### config.mk
export PLATFORM = sky130hd
export DESIGN_NAME = uart_serial_ctrl
export DESIGN_NICKNAME = d
export VERILOG_FILES = /design/src/uart_pkg.sv /design/src/uart_bit_timer.sv /design/src/uart_serial_ctrl.sv
export SDC_FILE = /design/constraint.sdc
export NUM_CORES = 1
export LEC_CHECK = 0
export BUFFER_PORTS_ARGS = -buffer_cell sky130_fd_sc_hd__clkbuf_2
export CAP_MARGIN = 0
export CORE_MARGIN = 2
export CORE_UTILIZATION = 45
export CTS_BUF_LIST = sky130_fd_sc_hd__clkbuf_4
export DETAILED_ROUTE_END_ITERATION = 8
export MAX_ROUTING_LAYER = met4
export SYNTH_ARGS = -nofsm -noshare
export SYNTH_HDL_FRONTEND = slang
export SYNTH_HIERARCHICAL = 1
export SYNTH_SLANG_ARGS = --single-unit
### constraint.sdc
create_clock -name I_SYS_CLK -period 5.36 [get_ports I_SYS_CLK]
set_clock_uncertainty 0.05 [all_clocks]
set_input_delay 0.536 -clock I_SYS_CLK [delete_from_list [all_inputs] [get_ports I_SYS_CLK]]
set_output_delay 0.536 -clock I_SYS_CLK [all_outputs]
set_load 0.005 [all_outputs]
### src/uart_pkg.sv
// Package: register map, field layout, timing and types of the serial control block
package uart_pkg;

    // ****************************************************************
    // Register byte offsets on the Avalon-MM slave
    // ****************************************************************
    localparam logic [7:0] CTRL_OFS = 8'h98;
    localparam logic [7:0] DATA_OFS = 8'h9C;
    localparam logic [7:0] AUXC_OFS = 8'hA0;
    localparam logic [7:0] STAT_OFS = 8'hA4;
    localparam logic [7:0] BAUD_OFS = 8'hA8;

    // ****************************************************************
    // Values after reset
    // ****************************************************************
    localparam logic [7:0] CTRL_RST = 8'h00;
    localparam logic [3:0] AUXC_RST = 4'h0;
    localparam logic [15:0] BAUD_RST = 16'h0010;
    localparam logic [7:0] BYTE_RST = 8'h00;

    // ****************************************************************
    // Field positions
    // ****************************************************************
    localparam int CTRL_B7 = 7;
    localparam int AUX_FSEL_BIT = 0;
    localparam int AUX_BRR_BIT = 1;
    localparam int AUX_ILO_BIT = 2;
    localparam int AUX_DBL_BIT = 3;
    localparam int STAT_FERR_BIT = 0;
    localparam int STAT_BR_BIT = 1;

    // ****************************************************************
    // Cycle counts, break length in bits and last data bit index
    // ****************************************************************
    localparam logic [15:0] M0_BIT_CYC = 16'h0010;
    localparam logic [15:0] M2_SLOW_CYC = 16'h0020;
    localparam logic [15:0] M2_FAST_CYC = 16'h0010;
    localparam logic [15:0] MIN_BIT_CYC = 16'h0010;
    localparam logic [3:0] BREAK_BITS = 4'hB;
    localparam logic [2:0] LAST_DATA_BIT = 3'h7;

    // ****************************************************************
    // Types
    // ****************************************************************
    typedef enum logic [1:0] {
        MODE_SHIFT = 2'b00,
        MODE_8BIT = 2'b01,
        MODE_9FIX = 2'b10,
        MODE_9VAR = 2'b11
    } mode_t;

    typedef struct packed {
        logic mode_sel_high;
        logic mode_sel_low;
        logic multiproc_filter_en;
        logic rx_enable;
        logic tx_ninth_bit;
        logic rx_ninth_bit;
        logic tx_int_flag;
        logic rx_int_flag;
    } ctrl_t;

    typedef enum logic [2:0] {
        RX_IDLE = 3'b000,
        RX_START = 3'b001,
        RX_DATA = 3'b010,
        RX_NINTH = 3'b011,
        RX_STOP = 3'b100,
        RX_BRK = 3'b101
    } rx_state_t;

    typedef enum logic [2:0] {
        TX_IDLE = 3'b000,
        TX_START = 3'b001,
        TX_DATA = 3'b010,
        TX_NINTH = 3'b011,
        TX_STOP = 3'b100,
        TX_SHIFT = 3'b101
    } tx_state_t;

endpackage : uart_pkg

### src/uart_bit_timer.sv
// Bit period timer giving mid-bit and end-of-bit strobes
`timescale 1ns/10ps
module uart_bit_timer (
    input wire logic i_clk,
    input wire logic i_rst_n,
    input wire logic i_restart,
    input wire logic [15:0] i_period,
    output logic o_mid,
    output logic o_end
);

    logic [15:0] cnt_q;

    // Strobes are held off during a restart so a new bit never ends early
    assign o_mid = (cnt_q == (i_period >> 1)) & ~i_restart;
    assign o_end = (cnt_q == (i_period - 16'h0001)) & ~i_restart;

    // Free running count, wraps each bit period
    always_ff @(posedge i_clk)
    begin
        if (!i_rst_n)
        begin
            cnt_q <= 16'h0000;
        end
        else if (i_restart || o_end)
        begin
            cnt_q <= 16'h0000;
        end
        else
        begin
            cnt_q <= cnt_q + 16'h0001;
        end
    end

endmodule : uart_bit_timer

### src/uart_serial_ctrl.sv
// Serial port control: break detect, framing, control register, four modes
`timescale 1ns/10ps
module uart_serial_ctrl (
    input wire logic I_SYS_CLK,
    input wire logic I_RST_N,
    input wire logic [7:0] I_AVS_ADDRESS,
    input wire logic I_AVS_READ,
    input wire logic I_AVS_WRITE,
    input wire logic [31:0] I_AVS_WRITEDATA,
    output logic [31:0] O_AVS_READDATA,
    output logic O_AVS_WAITREQUEST,
    input wire logic I_RXD,
    output logic O_RXD,
    output logic O_RXD_OE,
    output logic O_TXD,
    output logic O_BREAK_RESET,
    output logic O_PROG_FORCE
);

    // ****************************************************************
    // Declarations
    // ****************************************************************
    uart_pkg::ctrl_t ctrl_q;
    uart_pkg::mode_t mode;
    uart_pkg::rx_state_t rx_st_q;
    uart_pkg::tx_state_t tx_st_q;
    logic [3:0] aux_q;
    logic [15:0] baud_q;
    logic ferr_q;
    logic brk_q;
    logic [7:0] rx_buf_q;
    logic [7:0] rx_sh_q;
    logic [7:0] tx_sh_q;
    logic [2:0] rx_cnt_q;
    logic [2:0] tx_cnt_q;
    logic [3:0] brk_cnt_q;
    logic ninth_q;
    logic sh_rx_q;
    logic rxd_s1_q;
    logic rxd_s2_q;
    logic rxd_prev_q;
    logic [31:0] rd_mux;
    logic [15:0] bit_cyc;
    logic req;
    logic wr;
    logic wr_ctrl;
    logic wr_data;
    logic wr_stat;
    logic fsel;
    logic rx_mid;
    logic rx_end;
    logic tx_mid;
    logic tx_end;
    logic rx_go;
    logic tx_go;
    logic brk_det;
    logic rxf_set;
    logic txf_set;
    logic ferr_set;
    logic r9_set;
    logic r9_val;

    assign mode = uart_pkg::mode_t'({ctrl_q.mode_sel_high, ctrl_q.mode_sel_low});
    assign fsel = aux_q[uart_pkg::AUX_FSEL_BIT];

    // ****************************************************************
    // Avalon-MM slave
    // ****************************************************************
    // Every access is answered one cycle after it is presented
    assign req = I_AVS_READ | I_AVS_WRITE;
    assign wr = I_AVS_WRITE & ~O_AVS_WAITREQUEST;
    assign wr_ctrl = wr && (I_AVS_ADDRESS == uart_pkg::CTRL_OFS);
    assign wr_data = wr && (I_AVS_ADDRESS == uart_pkg::DATA_OFS);
    assign wr_stat = wr && (I_AVS_ADDRESS == uart_pkg::STAT_OFS);

    // Read mux; bit 7 of control follows the framing select
    always_comb
    begin
        rd_mux = 32'h0000_0000;
        if (I_AVS_ADDRESS == uart_pkg::CTRL_OFS)
        begin
            rd_mux[7:0] = ctrl_q;
            rd_mux[uart_pkg::CTRL_B7] = fsel ? ferr_q : ctrl_q.mode_sel_high;
        end
        else if (I_AVS_ADDRESS == uart_pkg::DATA_OFS)
        begin
            rd_mux[7:0] = rx_buf_q;
        end
        else if (I_AVS_ADDRESS == uart_pkg::AUXC_OFS)
        begin
            rd_mux[3:0] = aux_q;
        end
        else if (I_AVS_ADDRESS == uart_pkg::STAT_OFS)
        begin
            rd_mux[3:0] = {rx_st_q != uart_pkg::RX_IDLE, tx_st_q != uart_pkg::TX_IDLE, brk_q, ferr_q};
        end
        else if (I_AVS_ADDRESS == uart_pkg::BAUD_OFS)
        begin
            rd_mux[15:0] = baud_q;
        end
    end

    // Wait request drops for exactly one cycle per access
    always_ff @(posedge I_SYS_CLK)
    begin
        if (!I_RST_N)
        begin
            O_AVS_WAITREQUEST <= 1'b1;
            O_AVS_READDATA <= 32'h0000_0000;
        end
        else
        begin
            O_AVS_WAITREQUEST <= ~(req & O_AVS_WAITREQUEST);
            if (I_AVS_READ && O_AVS_WAITREQUEST)
            begin
                O_AVS_READDATA <= rd_mux;
            end
        end
    end

    // Auxiliary control and baud divisor
    always_ff @(posedge I_SYS_CLK)
    begin
        if (!I_RST_N)
        begin
            aux_q <= uart_pkg::AUXC_RST;
            baud_q <= uart_pkg::BAUD_RST;
        end
        else if (wr && (I_AVS_ADDRESS == uart_pkg::AUXC_OFS))
        begin
            aux_q <= I_AVS_WRITEDATA[3:0];
        end
        else if (wr && (I_AVS_ADDRESS == uart_pkg::BAUD_OFS))
        begin
            baud_q <= I_AVS_WRITEDATA[15:0];
        end
    end

    // Control register; hardware sets win over a software clear
    always_ff @(posedge I_SYS_CLK)
    begin
        if (!I_RST_N)
        begin
            ctrl_q <= uart_pkg::CTRL_RST;
        end
        else
        begin
            if (wr_ctrl)
            begin
                ctrl_q[6:0] <= I_AVS_WRITEDATA[6:0];
                if (!fsel)
                begin
                    ctrl_q.mode_sel_high <= I_AVS_WRITEDATA[uart_pkg::CTRL_B7];
                end
            end
            if (r9_set)
            begin
                ctrl_q.rx_ninth_bit <= r9_val;
            end
            if (rxf_set)
            begin
                ctrl_q.rx_int_flag <= 1'b1;
            end
            if (txf_set)
            begin
                ctrl_q.tx_int_flag <= 1'b1;
            end
        end
    end

    // Framing error: cleared only by software, never by a good frame
    always_ff @(posedge I_SYS_CLK)
    begin
        if (!I_RST_N)
        begin
            ferr_q <= 1'b0;
        end
        else if (ferr_set)
        begin
            ferr_q <= 1'b1;
        end
        else if (wr_ctrl && fsel)
        begin
            ferr_q <= I_AVS_WRITEDATA[uart_pkg::CTRL_B7];
        end
        else if (wr_stat && I_AVS_WRITEDATA[uart_pkg::STAT_FERR_BIT])
        begin
            ferr_q <= 1'b0;
        end
    end

    // ****************************************************************
    // Line sampling and bit timing
    // ****************************************************************
    // Two-stage synchroniser on the receive pin
    always_ff @(posedge I_SYS_CLK)
    begin
        if (!I_RST_N)
        begin
            rxd_s1_q <= 1'b1;
            rxd_s2_q <= 1'b1;
            rxd_prev_q <= 1'b1;
        end
        else
        begin
            rxd_s1_q <= I_RXD;
            rxd_s2_q <= rxd_s1_q;
            rxd_prev_q <= rxd_s2_q;
        end
    end

    // Bit period per mode; variable rate is floored to keep a mid point
    always_comb
    begin
        bit_cyc = (baud_q < uart_pkg::MIN_BIT_CYC) ? uart_pkg::MIN_BIT_CYC : baud_q;
        if (mode == uart_pkg::MODE_SHIFT)
        begin
            bit_cyc = uart_pkg::M0_BIT_CYC;
        end
        else if (mode == uart_pkg::MODE_9FIX)
        begin
            bit_cyc = aux_q[uart_pkg::AUX_DBL_BIT] ? uart_pkg::M2_FAST_CYC : uart_pkg::M2_SLOW_CYC;
        end
    end

    // Receive timer realigns to a start edge; otherwise it free-runs for break counting
    assign rx_go = (rx_st_q == uart_pkg::RX_IDLE) && ctrl_q.rx_enable && (mode != uart_pkg::MODE_SHIFT)
        && rxd_prev_q && !rxd_s2_q;

    uart_bit_timer u_rx_timer (
        .i_clk(I_SYS_CLK),
        .i_rst_n(I_RST_N),
        .i_restart(rx_go),
        .i_period(bit_cyc),
        .o_mid(rx_mid),
        .o_end(rx_end)
    );

    uart_bit_timer u_tx_timer (
        .i_clk(I_SYS_CLK),
        .i_rst_n(I_RST_N),
        .i_restart(tx_go),
        .i_period(bit_cyc),
        .o_mid(tx_mid),
        .o_end(tx_end)
    );

    // ****************************************************************
    // Break detection
    // ****************************************************************
    // Counts low samples across frame boundaries, saturating at the break length
    assign brk_det = rx_mid && !rxd_s2_q && (mode != uart_pkg::MODE_SHIFT)
        && (brk_cnt_q == (uart_pkg::BREAK_BITS - 4'h1));

    always_ff @(posedge I_SYS_CLK)
    begin
        if (!I_RST_N)
        begin
            brk_cnt_q <= 4'h0;
        end
        else if (rx_mid)
        begin
            if (rxd_s2_q)
            begin
                brk_cnt_q <= 4'h0;
            end
            else if (brk_cnt_q != uart_pkg::BREAK_BITS)
            begin
                brk_cnt_q <= brk_cnt_q + 4'h1;
            end
        end
    end

    // Break flag and the device reset request it can raise
    always_ff @(posedge I_SYS_CLK)
    begin
        if (!I_RST_N)
        begin
            brk_q <= 1'b0;
            O_BREAK_RESET <= 1'b0;
            O_PROG_FORCE <= 1'b0;
        end
        else
        begin
            if (brk_det)
            begin
                brk_q <= 1'b1;
            end
            else if (wr_stat && I_AVS_WRITEDATA[uart_pkg::STAT_BR_BIT])
            begin
                brk_q <= 1'b0;
            end
            O_BREAK_RESET <= brk_det & aux_q[uart_pkg::AUX_BRR_BIT];
            O_PROG_FORCE <= brk_det & aux_q[uart_pkg::AUX_BRR_BIT];
        end
    end

    // ****************************************************************
    // Receiver for modes 1 to 3
    // ****************************************************************
    // Flag strobes from the receive frame and the shift engine
    always_comb
    begin
        rxf_set = 1'b0;
        ferr_set = brk_det;
        r9_set = 1'b0;
        r9_val = rxd_s2_q;
        if (tx_st_q == uart_pkg::TX_SHIFT && sh_rx_q && tx_end && tx_cnt_q == uart_pkg::LAST_DATA_BIT)
        begin
            rxf_set = 1'b1;
        end
        if (rx_mid && !brk_det && rx_st_q == uart_pkg::RX_NINTH && !fsel)
        begin
            r9_set = 1'b1;
            rxf_set = rxd_s2_q || !ctrl_q.multiproc_filter_en;
        end
        if (rx_mid && !brk_det && rx_st_q == uart_pkg::RX_STOP)
        begin
            ferr_set = !rxd_s2_q;
            if (mode == uart_pkg::MODE_8BIT)
            begin
                r9_set = 1'b1;
                rxf_set = 1'b1;
            end
            else if (fsel)
            begin
                r9_set = 1'b1;
                r9_val = ninth_q;
                rxf_set = ninth_q || !ctrl_q.multiproc_filter_en;
            end
        end
    end

    // Receive frame sequencing; a break preempts any state
    always_ff @(posedge I_SYS_CLK)
    begin
        if (!I_RST_N)
        begin
            rx_st_q <= uart_pkg::RX_IDLE;
            rx_cnt_q <= 3'h0;
            ninth_q <= 1'b0;
        end
        else if (brk_det)
        begin
            rx_st_q <= uart_pkg::RX_BRK;
        end
        else if (!ctrl_q.rx_enable && rx_st_q != uart_pkg::RX_BRK)
        begin
            rx_st_q <= uart_pkg::RX_IDLE;
        end
        else if (rx_go)
        begin
            rx_st_q <= uart_pkg::RX_START;
            rx_cnt_q <= 3'h0;
        end
        else if (rx_mid)
        begin
            case (rx_st_q)
                uart_pkg::RX_START: rx_st_q <= rxd_s2_q ? uart_pkg::RX_IDLE : uart_pkg::RX_DATA;
                uart_pkg::RX_DATA:
                begin
                    rx_cnt_q <= rx_cnt_q + 3'h1;
                    if (rx_cnt_q == uart_pkg::LAST_DATA_BIT)
                    begin
                        rx_st_q <= (mode == uart_pkg::MODE_8BIT) ? uart_pkg::RX_STOP : uart_pkg::RX_NINTH;
                    end
                end
                uart_pkg::RX_NINTH:
                begin
                    ninth_q <= rxd_s2_q;
                    rx_st_q <= uart_pkg::RX_STOP;
                end
                uart_pkg::RX_STOP: rx_st_q <= uart_pkg::RX_IDLE;
                uart_pkg::RX_BRK: rx_st_q <= rxd_s2_q ? uart_pkg::RX_IDLE : uart_pkg::RX_BRK;
                default: rx_st_q <= uart_pkg::RX_IDLE;
            endcase
        end
    end

    // Receive shifter (LSB first) and buffer, loaded as the flag is raised
    always_ff @(posedge I_SYS_CLK)
    begin
        if (!I_RST_N)
        begin
            rx_sh_q <= uart_pkg::BYTE_RST;
            rx_buf_q <= uart_pkg::BYTE_RST;
        end
        else
        begin
            if (rx_mid && rx_st_q == uart_pkg::RX_DATA)
            begin
                rx_sh_q <= {rxd_s2_q, rx_sh_q[7:1]};
            end
            else if (tx_mid && tx_st_q == uart_pkg::TX_SHIFT && sh_rx_q)
            begin
                rx_sh_q <= {rxd_s2_q, rx_sh_q[7:1]};
            end
            if (rxf_set)
            begin
                rx_buf_q <= rx_sh_q; // All eight bits are already shifted in, in every mode
            end
        end
    end

    // ****************************************************************
    // Transmitter and mode 0 shift engine
    // ****************************************************************
    // Mode 0 receive starts when enabled and the previous byte is taken
    assign tx_go = (tx_st_q == uart_pkg::TX_IDLE) && (wr_data || (mode == uart_pkg::MODE_SHIFT
        && ctrl_q.rx_enable && !ctrl_q.rx_int_flag));

    assign txf_set = (tx_end && tx_st_q == uart_pkg::TX_SHIFT && !sh_rx_q && tx_cnt_q == uart_pkg::LAST_DATA_BIT)
        || (tx_st_q == uart_pkg::TX_STOP && (aux_q[uart_pkg::AUX_ILO_BIT] ? tx_end : tx_mid && 1'b0))
        || (tx_end && !aux_q[uart_pkg::AUX_ILO_BIT] && (tx_st_q == uart_pkg::TX_NINTH
        || (tx_st_q == uart_pkg::TX_DATA && mode == uart_pkg::MODE_8BIT
        && tx_cnt_q == uart_pkg::LAST_DATA_BIT)));

    // Pins change only on bit edges, except the mode 0 shift clock which rises at mid-bit; a data write while busy is dropped
    always_ff @(posedge I_SYS_CLK)
    begin
        if (!I_RST_N)
        begin
            tx_st_q <= uart_pkg::TX_IDLE;
            tx_sh_q <= uart_pkg::BYTE_RST;
            tx_cnt_q <= 3'h0;
            sh_rx_q <= 1'b0;
            O_TXD <= 1'b1;
            O_RXD <= 1'b1;
            O_RXD_OE <= 1'b0;
        end
        else if (tx_go)
        begin
            tx_sh_q <= I_AVS_WRITEDATA[7:0];
            tx_cnt_q <= 3'h0;
            sh_rx_q <= !wr_data;
            if (mode == uart_pkg::MODE_SHIFT)
            begin
                tx_st_q <= uart_pkg::TX_SHIFT;
                O_TXD <= 1'b0;
                O_RXD <= I_AVS_WRITEDATA[0];
                O_RXD_OE <= wr_data;
            end
            else
            begin
                tx_st_q <= uart_pkg::TX_START;
                O_TXD <= 1'b0;
            end
        end
        else if (tx_st_q == uart_pkg::TX_SHIFT && tx_mid)
        begin
            O_TXD <= 1'b1;
        end
        else if (tx_end)
        begin
            case (tx_st_q)
                uart_pkg::TX_SHIFT:
                begin
                    tx_cnt_q <= tx_cnt_q + 3'h1;
                    tx_sh_q <= {1'b0, tx_sh_q[7:1]};
                    O_RXD <= tx_sh_q[1];
                    if (tx_cnt_q == uart_pkg::LAST_DATA_BIT)
                    begin
                        tx_st_q <= uart_pkg::TX_IDLE;
                        O_RXD <= 1'b1;
                        O_RXD_OE <= 1'b0;
                    end
                    else
                    begin
                        O_TXD <= 1'b0;
                    end
                end
                uart_pkg::TX_START:
                begin
                    tx_st_q <= uart_pkg::TX_DATA;
                    O_TXD <= tx_sh_q[0];
                end
                uart_pkg::TX_DATA:
                begin
                    tx_cnt_q <= tx_cnt_q + 3'h1;
                    tx_sh_q <= {1'b0, tx_sh_q[7:1]};
                    O_TXD <= tx_sh_q[1];
                    if (tx_cnt_q == uart_pkg::LAST_DATA_BIT)
                    begin
                        tx_st_q <= (mode == uart_pkg::MODE_8BIT) ? uart_pkg::TX_STOP : uart_pkg::TX_NINTH;
                        O_TXD <= (mode == uart_pkg::MODE_8BIT) ? 1'b1 : ctrl_q.tx_ninth_bit;
                    end
                end
                uart_pkg::TX_NINTH:
                begin
                    tx_st_q <= uart_pkg::TX_STOP;
                    O_TXD <= 1'b1;
                end
                uart_pkg::TX_STOP: tx_st_q <= uart_pkg::TX_IDLE;
                default: tx_st_q <= uart_pkg::TX_IDLE;
            endcase
        end
    end

endmodule : uart_serial_ctrl

Word level (Yosys, flattened, before mapping)
Index checks and enable logic that the tools add are counted.
{"block": "word_totals", "regBits": 128, "latchBits": 0, "ramBits": 0, "rom_bits": 0, "inputBits": 45, "output_inout_bits": 38, "wordCells": 270, "mem_count": 0}
{"block": "op_classes", "addsub": 6, "multipliers": 0, "div_mod_pow": 0, "magnitude_cmp": 1, "n_eq_ne": 33, "shifts": 0, "muxes": 83, "bitwise": 18, "reduce_logical": 95}
{"op": "2-to-1 mux 8 bit", "n": 10}
{"op": "2-to-1 mux 16 bit", "n": 4}
{"op": "2-to-1 mux 3 bit", "n": 17}
{"op": "2-to-1 mux 1 bit", "n": 41}
{"op": "== test 8 bit, second input constant", "n": 5}
{"op": "logical AND 1 bit", "n": 38}
{"op": "adder 16 x 1 -> 16 bit, second input constant", "n": 2}
{"op": "== test 16 x 15 -> 1 bit", "n": 2}
{"op": "== test 16 bit", "n": 2}
{"op": "nonzero test 2 bit", "n": 13}
{"op": "2-to-1 mux 12 bit", "n": 2}
{"op": "one-hot mux 3 bit (4 select lines)", "n": 2}
{"op": "== test 3 bit, second input constant", "n": 6}
{"op": "< comparator 16 x 5 -> 1 bit, second input constant", "n": 1}
{"op": "2-to-1 mux 4 bit", "n": 4}
{"op": "subtractor 16 x 1 -> 16 bit, second input constant", "n": 1}
{"op": "== test 3 x 2 -> 1 bit, second input constant", "n": 4}
{"op": "AND reduction 4 bit", "n": 3}
{"op": "nonzero test 3 bit", "n": 4}
{"op": "NOT 1 bit", "n": 10}
{"op": "AND reduction 2 bit", "n": 5}
{"op": "AND reduction 5 bit", "n": 2}
{"op": "logical NOT 1 bit", "n": 9}
{"op": "AND reduction 3 bit", "n": 3}
{"op": "26 further kinds", "n": 46}

Longest topological paths before layout
Gate-level depths: netlist (run 1).
{"block": "logic_depth", "depth_word": 19, "mapped_depth": 19, "ltp_nobuf": 16}

By module
Netlist (run 1), hierarchy kept.
{"mod": "uart_serial_ctrl", "instances": 1, "cells_each": 601, "area_per_inst_um2": 4887.2, "seq_area_each_um2": 1921.8}
{"mod": "uart_bit_timer", "instances": 2, "cells_each": 184, "area_per_inst_um2": 1457.6, "seq_area_each_um2": 320.3}

Worst setup path after synthesis (run 1)
Ideal clock, no wire load.
{"block": "synth_timing", "path_type": "register -> register", "start": "register baud_q[6]", "end": "register tx_st_q[1]", "setup_time_ns": 0.131, "arrival_time_ns": 3.886, "required_ns": 5.179, "slack_ns": 1.293, "path_stages_with_launch": 18, "n_path_buf": 2, "period_less_slack_ns": 4.067, "path_cell_list": "dfxtp_1 nor4_1 a31oi_1 and2_1 inv_1 ha_1 or3b_1 clkbuf_1 o31a_1 nor4_1 o2111ai_1 nor4_4 nor2b_1 buf_2 a21boi_0 o31ai_2 o211ai_1 o41ai_2"}
{"block": "synth_between", "elab_chain_cells": 9, "elab_cells_between_ends": 13, "classes_between": "add/sub (1); order compare (1); eq/ne (3); mux (3); bitwise (2); reduce/logical (3)"}
{"element": "from (decl)", "line_no": "uart_serial_ctrl.sv:28", "source": "logic [15:0] baud_q;"}
{"element": "from (signal assigned)", "line_no": "uart_serial_ctrl.sv:127", "source": "baud_q <= uart_pkg::BAUD_RST;"}
{"element": "from (signal assigned)", "line_no": "uart_serial_ctrl.sv:135", "source": "baud_q <= I_AVS_WRITEDATA[15:0];"}
{"element": "< comparator 16 x 5 -> 1 bit", "line_no": "uart_serial_ctrl.sv:215", "source": "bit_cyc = (baud_q < uart_pkg::MIN_BIT_CYC) ? uart_pkg::MIN_BIT_CYC : baud_q;"}
{"element": "2-to-1 mux 16 bit", "line_no": "uart_serial_ctrl.sv:215"}
{"element": "2-to-1 mux 16 bit", "line_no": "uart_serial_ctrl.sv:220", "source": "else if (mode == uart_pkg::MODE_9FIX)"}
{"element": "2-to-1 mux 16 bit", "line_no": "uart_serial_ctrl.sv:216", "source": "if (mode == uart_pkg::MODE_SHIFT)"}
{"element": "named net bit_cyc[0]", "line_no": "uart_serial_ctrl.sv:43", "source": "logic [15:0] bit_cyc;"}
{"element": "subtractor 16 x 1 -> 16 bit", "line_no": "uart_bit_timer.sv:16", "source": "assign o_end = (cnt_q == (i_period - 16'h0001)) & ~i_restart;"}
{"element": "== test 16 bit", "line_no": "uart_bit_timer.sv:16"}
{"element": "AND 1 bit", "line_no": "uart_bit_timer.sv:16"}
{"element": "named net tx_end", "line_no": "uart_serial_ctrl.sv:53", "source": "logic tx_end;"}
{"element": "nonzero test 2 bit (no line)"}
{"element": "AND reduction 4 bit (no line)"}
{"element": "to (signal assigned)", "line_no": "uart_serial_ctrl.sv:423", "source": "tx_st_q <= uart_pkg::TX_IDLE;"}
{"element": "to (signal assigned)", "line_no": "uart_serial_ctrl.sv:438", "source": "tx_st_q <= uart_pkg::TX_SHIFT;"}
{"element": "to (signal assigned)", "line_no": "uart_serial_ctrl.sv:445", "source": "tx_st_q <= uart_pkg::TX_START;"}
{"element": "to (decl)", "line_no": "uart_serial_ctrl.sv:26", "source": "uart_pkg::tx_state_t tx_st_q;"}
The timed path passes the listed nets, and every way through them passes these cells.
A chain may end at the register's enable or synchronous reset.

Final worst setup path (run 1)
{"block": "layout_timing", "start": "register baud_q[10]", "end": "register rx_buf_q[2]"}
{"block": "layout_between", "elab_cells_between_ends": 24, "classes_between": "add/sub (1); order compare (1); eq/ne (2); mux (8); bitwise (2); reduce/logical (10)"}
{"element": "< comparator 16 x 5 -> 1 bit (*)", "line_no": "uart_serial_ctrl.sv:215"}
{"element": "2-to-1 mux 16 bit (*)", "line_no": "uart_serial_ctrl.sv:215"}
{"element": "2-to-1 mux 16 bit (*)", "line_no": "uart_serial_ctrl.sv:220"}
{"element": "2-to-1 mux 16 bit (*)", "line_no": "uart_serial_ctrl.sv:216"}
{"element": "named net bit_cyc[1]", "line_no": "uart_serial_ctrl.sv:43"}
{"element": "subtractor 16 x 1 -> 16 bit (*)", "line_no": "uart_bit_timer.sv:16"}
{"element": "== test 16 bit (*)", "line_no": "uart_bit_timer.sv:16"}
{"element": "AND 1 bit (*)", "line_no": "uart_bit_timer.sv:16"}
{"element": "named net tx_end", "line_no": "uart_serial_ctrl.sv:53"}
{"element": "logical AND 1 bit (*) (2 in series)", "line_no": "uart_serial_ctrl.sv:308", "source": "if (tx_st_q == uart_pkg::TX_SHIFT && sh_rx_q && tx_end && tx_cnt_q == uart_pkg::LAST_DATA_BIT)"}
{"element": "2-to-1 mux 1 bit (*)", "line_no": "uart_serial_ctrl.sv:308"}
{"element": "2-to-1 mux 1 bit (*)", "line_no": "uart_serial_ctrl.sv:312", "source": "if (rx_mid && !brk_det && rx_st_q == uart_pkg::RX_NINTH && !fsel)"}
{"element": "2-to-1 mux 1 bit", "line_no": "uart_serial_ctrl.sv:325", "source": "else if (fsel)"}
{"element": "2-to-1 mux 1 bit", "line_no": "uart_serial_ctrl.sv:320", "source": "if (mode == uart_pkg::MODE_8BIT)"}
{"element": "2-to-1 mux 1 bit (*)", "line_no": "uart_serial_ctrl.sv:317", "source": "if (rx_mid && !brk_det && rx_st_q == uart_pkg::RX_STOP)"}
{"element": "to (signal assigned)", "line_no": "uart_serial_ctrl.sv:386", "source": "rx_buf_q <= uart_pkg::BYTE_RST;"}
{"element": "to (signal assigned)", "line_no": "uart_serial_ctrl.sv:400", "source": "rx_buf_q <= rx_sh_q;"}
{"element": "to (decl)", "line_no": "uart_serial_ctrl.sv:31", "source": "logic [7:0] rx_buf_q;"}
Mark *: on every way through the listed nets, which the timed path passes. The rest lies on a longest branch.

==> results_dict.tcl, run 1 <==
set metrics [dict create \
    outcome "finished, final reports clean" \
    rows 48 \
    ys_warn_count 6 \
    setup_viol 0 \
    vdd.ir_drop.worst_mv 0.127 \
    holdPathStages 2 \
    drtPass1Iterations 6 \
    max_slew_margin_pct 25.4 \
    postCtsHoldBufs 0 \
    drt_iter0_drc 551 \
    utilization_pct 48.1 \
    p_per_area_nw_per_um2 205 \
    initial_utilization_pct 45.5 \
    gp_congestion 0.905 \
    wl_per_cell_microns 16.5 \
    drive_gt1_share_pct 11.4 \
    clock_path_buffers 2 \
    slew_violations 0 \
    cp_max_fo 9 \
    final_common_cell "dfxtp_1" \
    period_needed_ps 4750 \
    drc 0 \
    cts_root_buf "clkbuf_4" \
    io_pins 83 \
    antenna_found_initial 1 \
    endpoint_kind "flop" \
    leakage_nw 3.06 \
    first_global_vias 6249 \
    layout_common_cells "dfxtp_1, nand2_1, nor2_1" \
    post-cts-setup-buffer-count 0 \
    cp_top_family "simple AND/OR/NAND/NOR gates" \
    path_cells "nor4_1, a31oi_1, and2_1, inv_1, ha_1, or3b_1, o31a_1, nor4_1, o2111ai_1, nor4_4, nor2b_1, buf_4, and4_1, o22a_1, mux2i_1" \
    syn_avg_cell_area_sq_um 8.05 \
    netlist_area_sq_um 7800 \
    fmax_mhz 211 \
    tns_ps 0 \
    grt_util_met1_pct 31.4 \
    die-height_microns 136 \
    final_cells 1208 \
    path_class "flop to flop" \
    syn_inst 968 \
    cts_sinks 128 \
    r2r_cells 15 \
    die-area_sq_um 18400 \
    hold_path.class "input pin to flop" \
    path_clk_slew_ps 130 \
    slowest_delay_ps 510 \
    rsz0062_at_grt "no" \
    grt_pass1_wl_mm 32.6 \
    track_usage_pct 22.9 \
    syn_to_final_growth_pct 5.67 \
    hold_viol 0 \
    totalWireLength_mm 19.9 \
    crit_cells 15 \
    placed_cell_area_sq_um 7970 \
    insertion_delay_ps 540 \
    min_period_over_period_pct 88.5 \
    via_count 6836 \
    path_buf_inv 2 \
    h-tree-depth 4 \
    cts_buffers 17 \
    vias_per_cell 5.66 \
    drv_cap 0 \
    met2_usage_pct 35.3 \
    dp_cells 1174 \
    cts_tree "done" \
    ant_nets 0 \
    crit_slowest_cell "o22a_1" \
    startpoint_type "flop" \
    grt-busiest-layer "met2" \
    port_buffers 50 \
    use_met3_pct 4.19 \
    tightestPinTransition_ps 1110 \
    grt_max_degree 63 \
    dp_hpwl_mm 14.0 \
    critPathRequiredTime_ps 5790 \
    die_x_microns 136 \
    final_area_sq_um 8240 \
    post_cts_resized 0 \
    cpMostUsedCell "nor4_1" \
    fin_nets 1023 \
    grt-ovfl-total 0 \
    cp.arrival_ps 5180 \
    core_area_sq_um 17100 \
]
==> layer usage <==
metal	wire, microns	share of wire, %
met4	220	1.1
met5	0	0
met2	9130	46
met3	860	4.3
met1	9680	49
==> worst paths after layout <==
path / end / startpoint / slack [ps]
worst min-delay path: rxd_s1_q / I_RXD / 120
worst max register to register: rx_buf_q[2] / baud_q[10] / 610
worst max-delay path: rx_buf_q[2] / baud_q[10] / 610
worst min register to register: rxd_s2_q / rxd_s1_q / 380
==> layout make-up <==
cell class                      count  area (sq um)
Fill cell                        1721          8880
Multi-Input combinational cell    742          4740
Tap cell                          225           282
Clock inverter                     15           131
Inverter                           22          83.8
Sequential cell                   128          2560
Clock buffer                       17           128
Timing Repair Buffer               57           303
Antenna cell                        2          5.00
==> through the flow <==
step | hold WS, ps | power [mW] | setup slack, ps
2_1_floorplan | 336 | 1.06 | 1290
6_report | 117 | 1.69 | 614
3_5_place_dp | 349 | 1.08 | 737
4_1_cts | 86.2 | 1.71 | 654
3_3_place_gp | 343 | 1.08 | 743
5_1_grt | 76.3 | 1.77 | 303
==> flip-flops by register name, summed over array words and instances, names as in the netlist, 4 cells and up <==
name              cells
brk_cnt_q             4
O_AVS_READDATA       16
ctrl_q                8
tx_sh_q               8
u_rx_timer/cnt_q     16
baud_q               16
u_tx_timer/cnt_q     16
rx_buf_q              8
aux_q                 4
rx_sh_q               8
==> report_power, final <==
part           internal [mW]  total (mW)  switching [mW]
sequential             0.961       0.974          0.0137
clock                  0.235       0.628           0.393
combinational         0.0307      0.0880          0.0572
(Power assumes the default switching activity.)
==> run 2, diff against run 1 <==
- CELL_PAD_IN_SITES_DETAIL_PLACEMENT: unset -> 1
- CELL_PAD_IN_SITES_GLOBAL_PLACEMENT: unset -> 1
- HOLD_SLACK_MARGIN: unset -> 0.08
- PLACE_DENSITY_LB_ADDON: unset -> 0.1
==> run 2 against run 1 <==
Final cell count unchanged. Wire length up 14%. Worst hold slack better by 14 ps. Clock power up 7.5%.
==> results_dict.tcl, run 2 (synthesized netlist as in run 1, its figures left out) <==
set metrics [dict create \
    outcome "finished, final reports clean" \
    drt_iter0_drc 354 \
    slowest_delay_ps 510 \
    critPathRequiredTime_ps 5740 \
    initial_utilization_pct 45.5 \
    fmax_mhz 205 \
    totalWireLength_mm 22.7 \
    syn_to_final_growth_pct 6.02 \
    final_area_sq_um 8270 \
    gp_congestion 0.903 \
    postCtsHoldBufs 1 \
    tns_ps 0 \
    p_per_area_nw_per_um2 211 \
    first_global_vias 7040 \
    insertion_delay_ps 570 \
    path_clk_slew_ps 150 \
    die_x_microns 136 \
    cpMostUsedCell "nor4_1" \
    startpoint_type "flop" \
    vias_per_cell 5.79 \
    drc 0 \
    cts_root_buf "clkbuf_4" \
    cp_max_fo 12 \
    vdd.ir_drop.worst_mv 0.111 \
    placed_cell_area_sq_um 7970 \
    drtPass1Iterations 4 \
    cts_tree "done" \
    track_usage_pct 26.1 \
    drive_gt1_share_pct 11.5 \
    drv_cap 0 \
    rsz0062_at_grt "no" \
    max_slew_margin_pct 24.4 \
    final_common_cell "dfxtp_1" \
    grt_max_degree 63 \
    antenna_found_initial 1 \
    min_period_over_period_pct 90.8 \
    cts_sinks 128 \
    endpoint_kind "flop" \
    hold_path.class "input pin to flop" \
    dp_hpwl_mm 16.4 \
    layout_common_cells "dfxtp_1, nand2_1, nor2_1" \
    port_buffers 50 \
    grt_pass1_wl_mm 36.9 \
    post-cts-setup-buffer-count 0 \
    slew_violations 0 \
    core_area_sq_um 17100 \
    crit_slowest_cell "or3b_1" \
    h-tree-depth 4 \
    die-area_sq_um 18400 \
    die-height_microns 136 \
    path_class "flop to flop" \
    cts_buffers 17 \
    setup_viol 0 \
    path_cells "nor4_1, a31oi_1, and2_1, inv_1, ha_1, or3b_1, o31a_1, nor4_1, o2111ai_1, nor4_4, nor2b_1, buf_4, o21a_1, nor3_1, nand2_1, a21oi_1" \
    wl_per_cell_microns 18.8 \
    hold_viol 0 \
    cp.arrival_ps 5250 \
    grt-ovfl-total 0 \
    ant_nets 0 \
    rows 48 \
    clock_path_buffers 2 \
    fin_nets 1024 \
    io_pins 83 \
    leakage_nw 3.05 \
    period_needed_ps 4870 \
    via_count 6998 \
    tightestPinTransition_ps 1130 \
    post_cts_resized 0 \
]
## run 2: changes by cell type in the layout (fill, tap and decap cells not counted), sizes merged
| cell | before | now |
|---|---|---|
| clkinv | 8 | 3 |
| diode | 2 | 1 |
| dlygate4sd3 | 0 | 1 |
| clkinvlp | 1 | 5 |
| inv | 27 | 28 |
## run 2: area by class of cell
class / count / area (sq um)
inverters: 22 / 83.8
diodes: 1 / 2.50
well taps: 225 / 282
fillers: 2090 / 8850
repair buffers: 58 / 313
flip-flops and latches: 128 / 2560
multi-input cells: 742 / 4740
clock buffers: 17 / 128
clock inverters: 15 / 151
## run 2: layer usage
metal | global-route usage [%] | up-vias | wire, microns
met5 | - | - | 0
met4 | 6.77 | 0 | 321
met3 | 3.85 | 25 | 598
met2 | 43.5 | 113 | 11000
met1 | 33.3 | 3457 | 10800
li1 | - | 3403 | -
## run 2: where the power goes
part	internal, mW	leakage [nW]	switching (mW)
clock	0.243	0.136	0.432
combinational	0.0314	1.88	0.0593
sequential	0.961	1.03	0.0149
total	1.24	3.05	0.507
## run 2: critical path, delay by kind of cell, from the launching register on
kind                     cells  cell delay, ps
AO/OA/AOI/OAI                5            1290
AND/OR/NAND/NOR              8            2460
buffers and inverters        2             310
adder cells (fa/ha/maj)      1             240
flip-flops                   1             380
## run 2: per-stage QoR
step                total power, mW  cells  worst slack, ps  utilization, %  hold slack (ps)
floorplan                      1.06    983             1290               -              336
global placement               1.08   1174              743            46.6              339
detailed placement             1.09   1174              627            46.6              373
CTS                            1.76   1207              522            48.3             93.8
global route                   1.82   1208              192            48.3              102
finish                         1.74   1208              491            48.3              131
## run 2: path summary, 6_finish.rpt
kind	from	slack (ps)	cells past startpoint	to
max	baud_q[10]	490	16	tx_sh_q[3]
min	I_AVS_READ	130	2	O_AVS_WAITREQUEST
max reg2reg	baud_q[10]	490	16	tx_sh_q[3]
min reg2reg	rxd_s1_q	400	1	rxd_s2_q
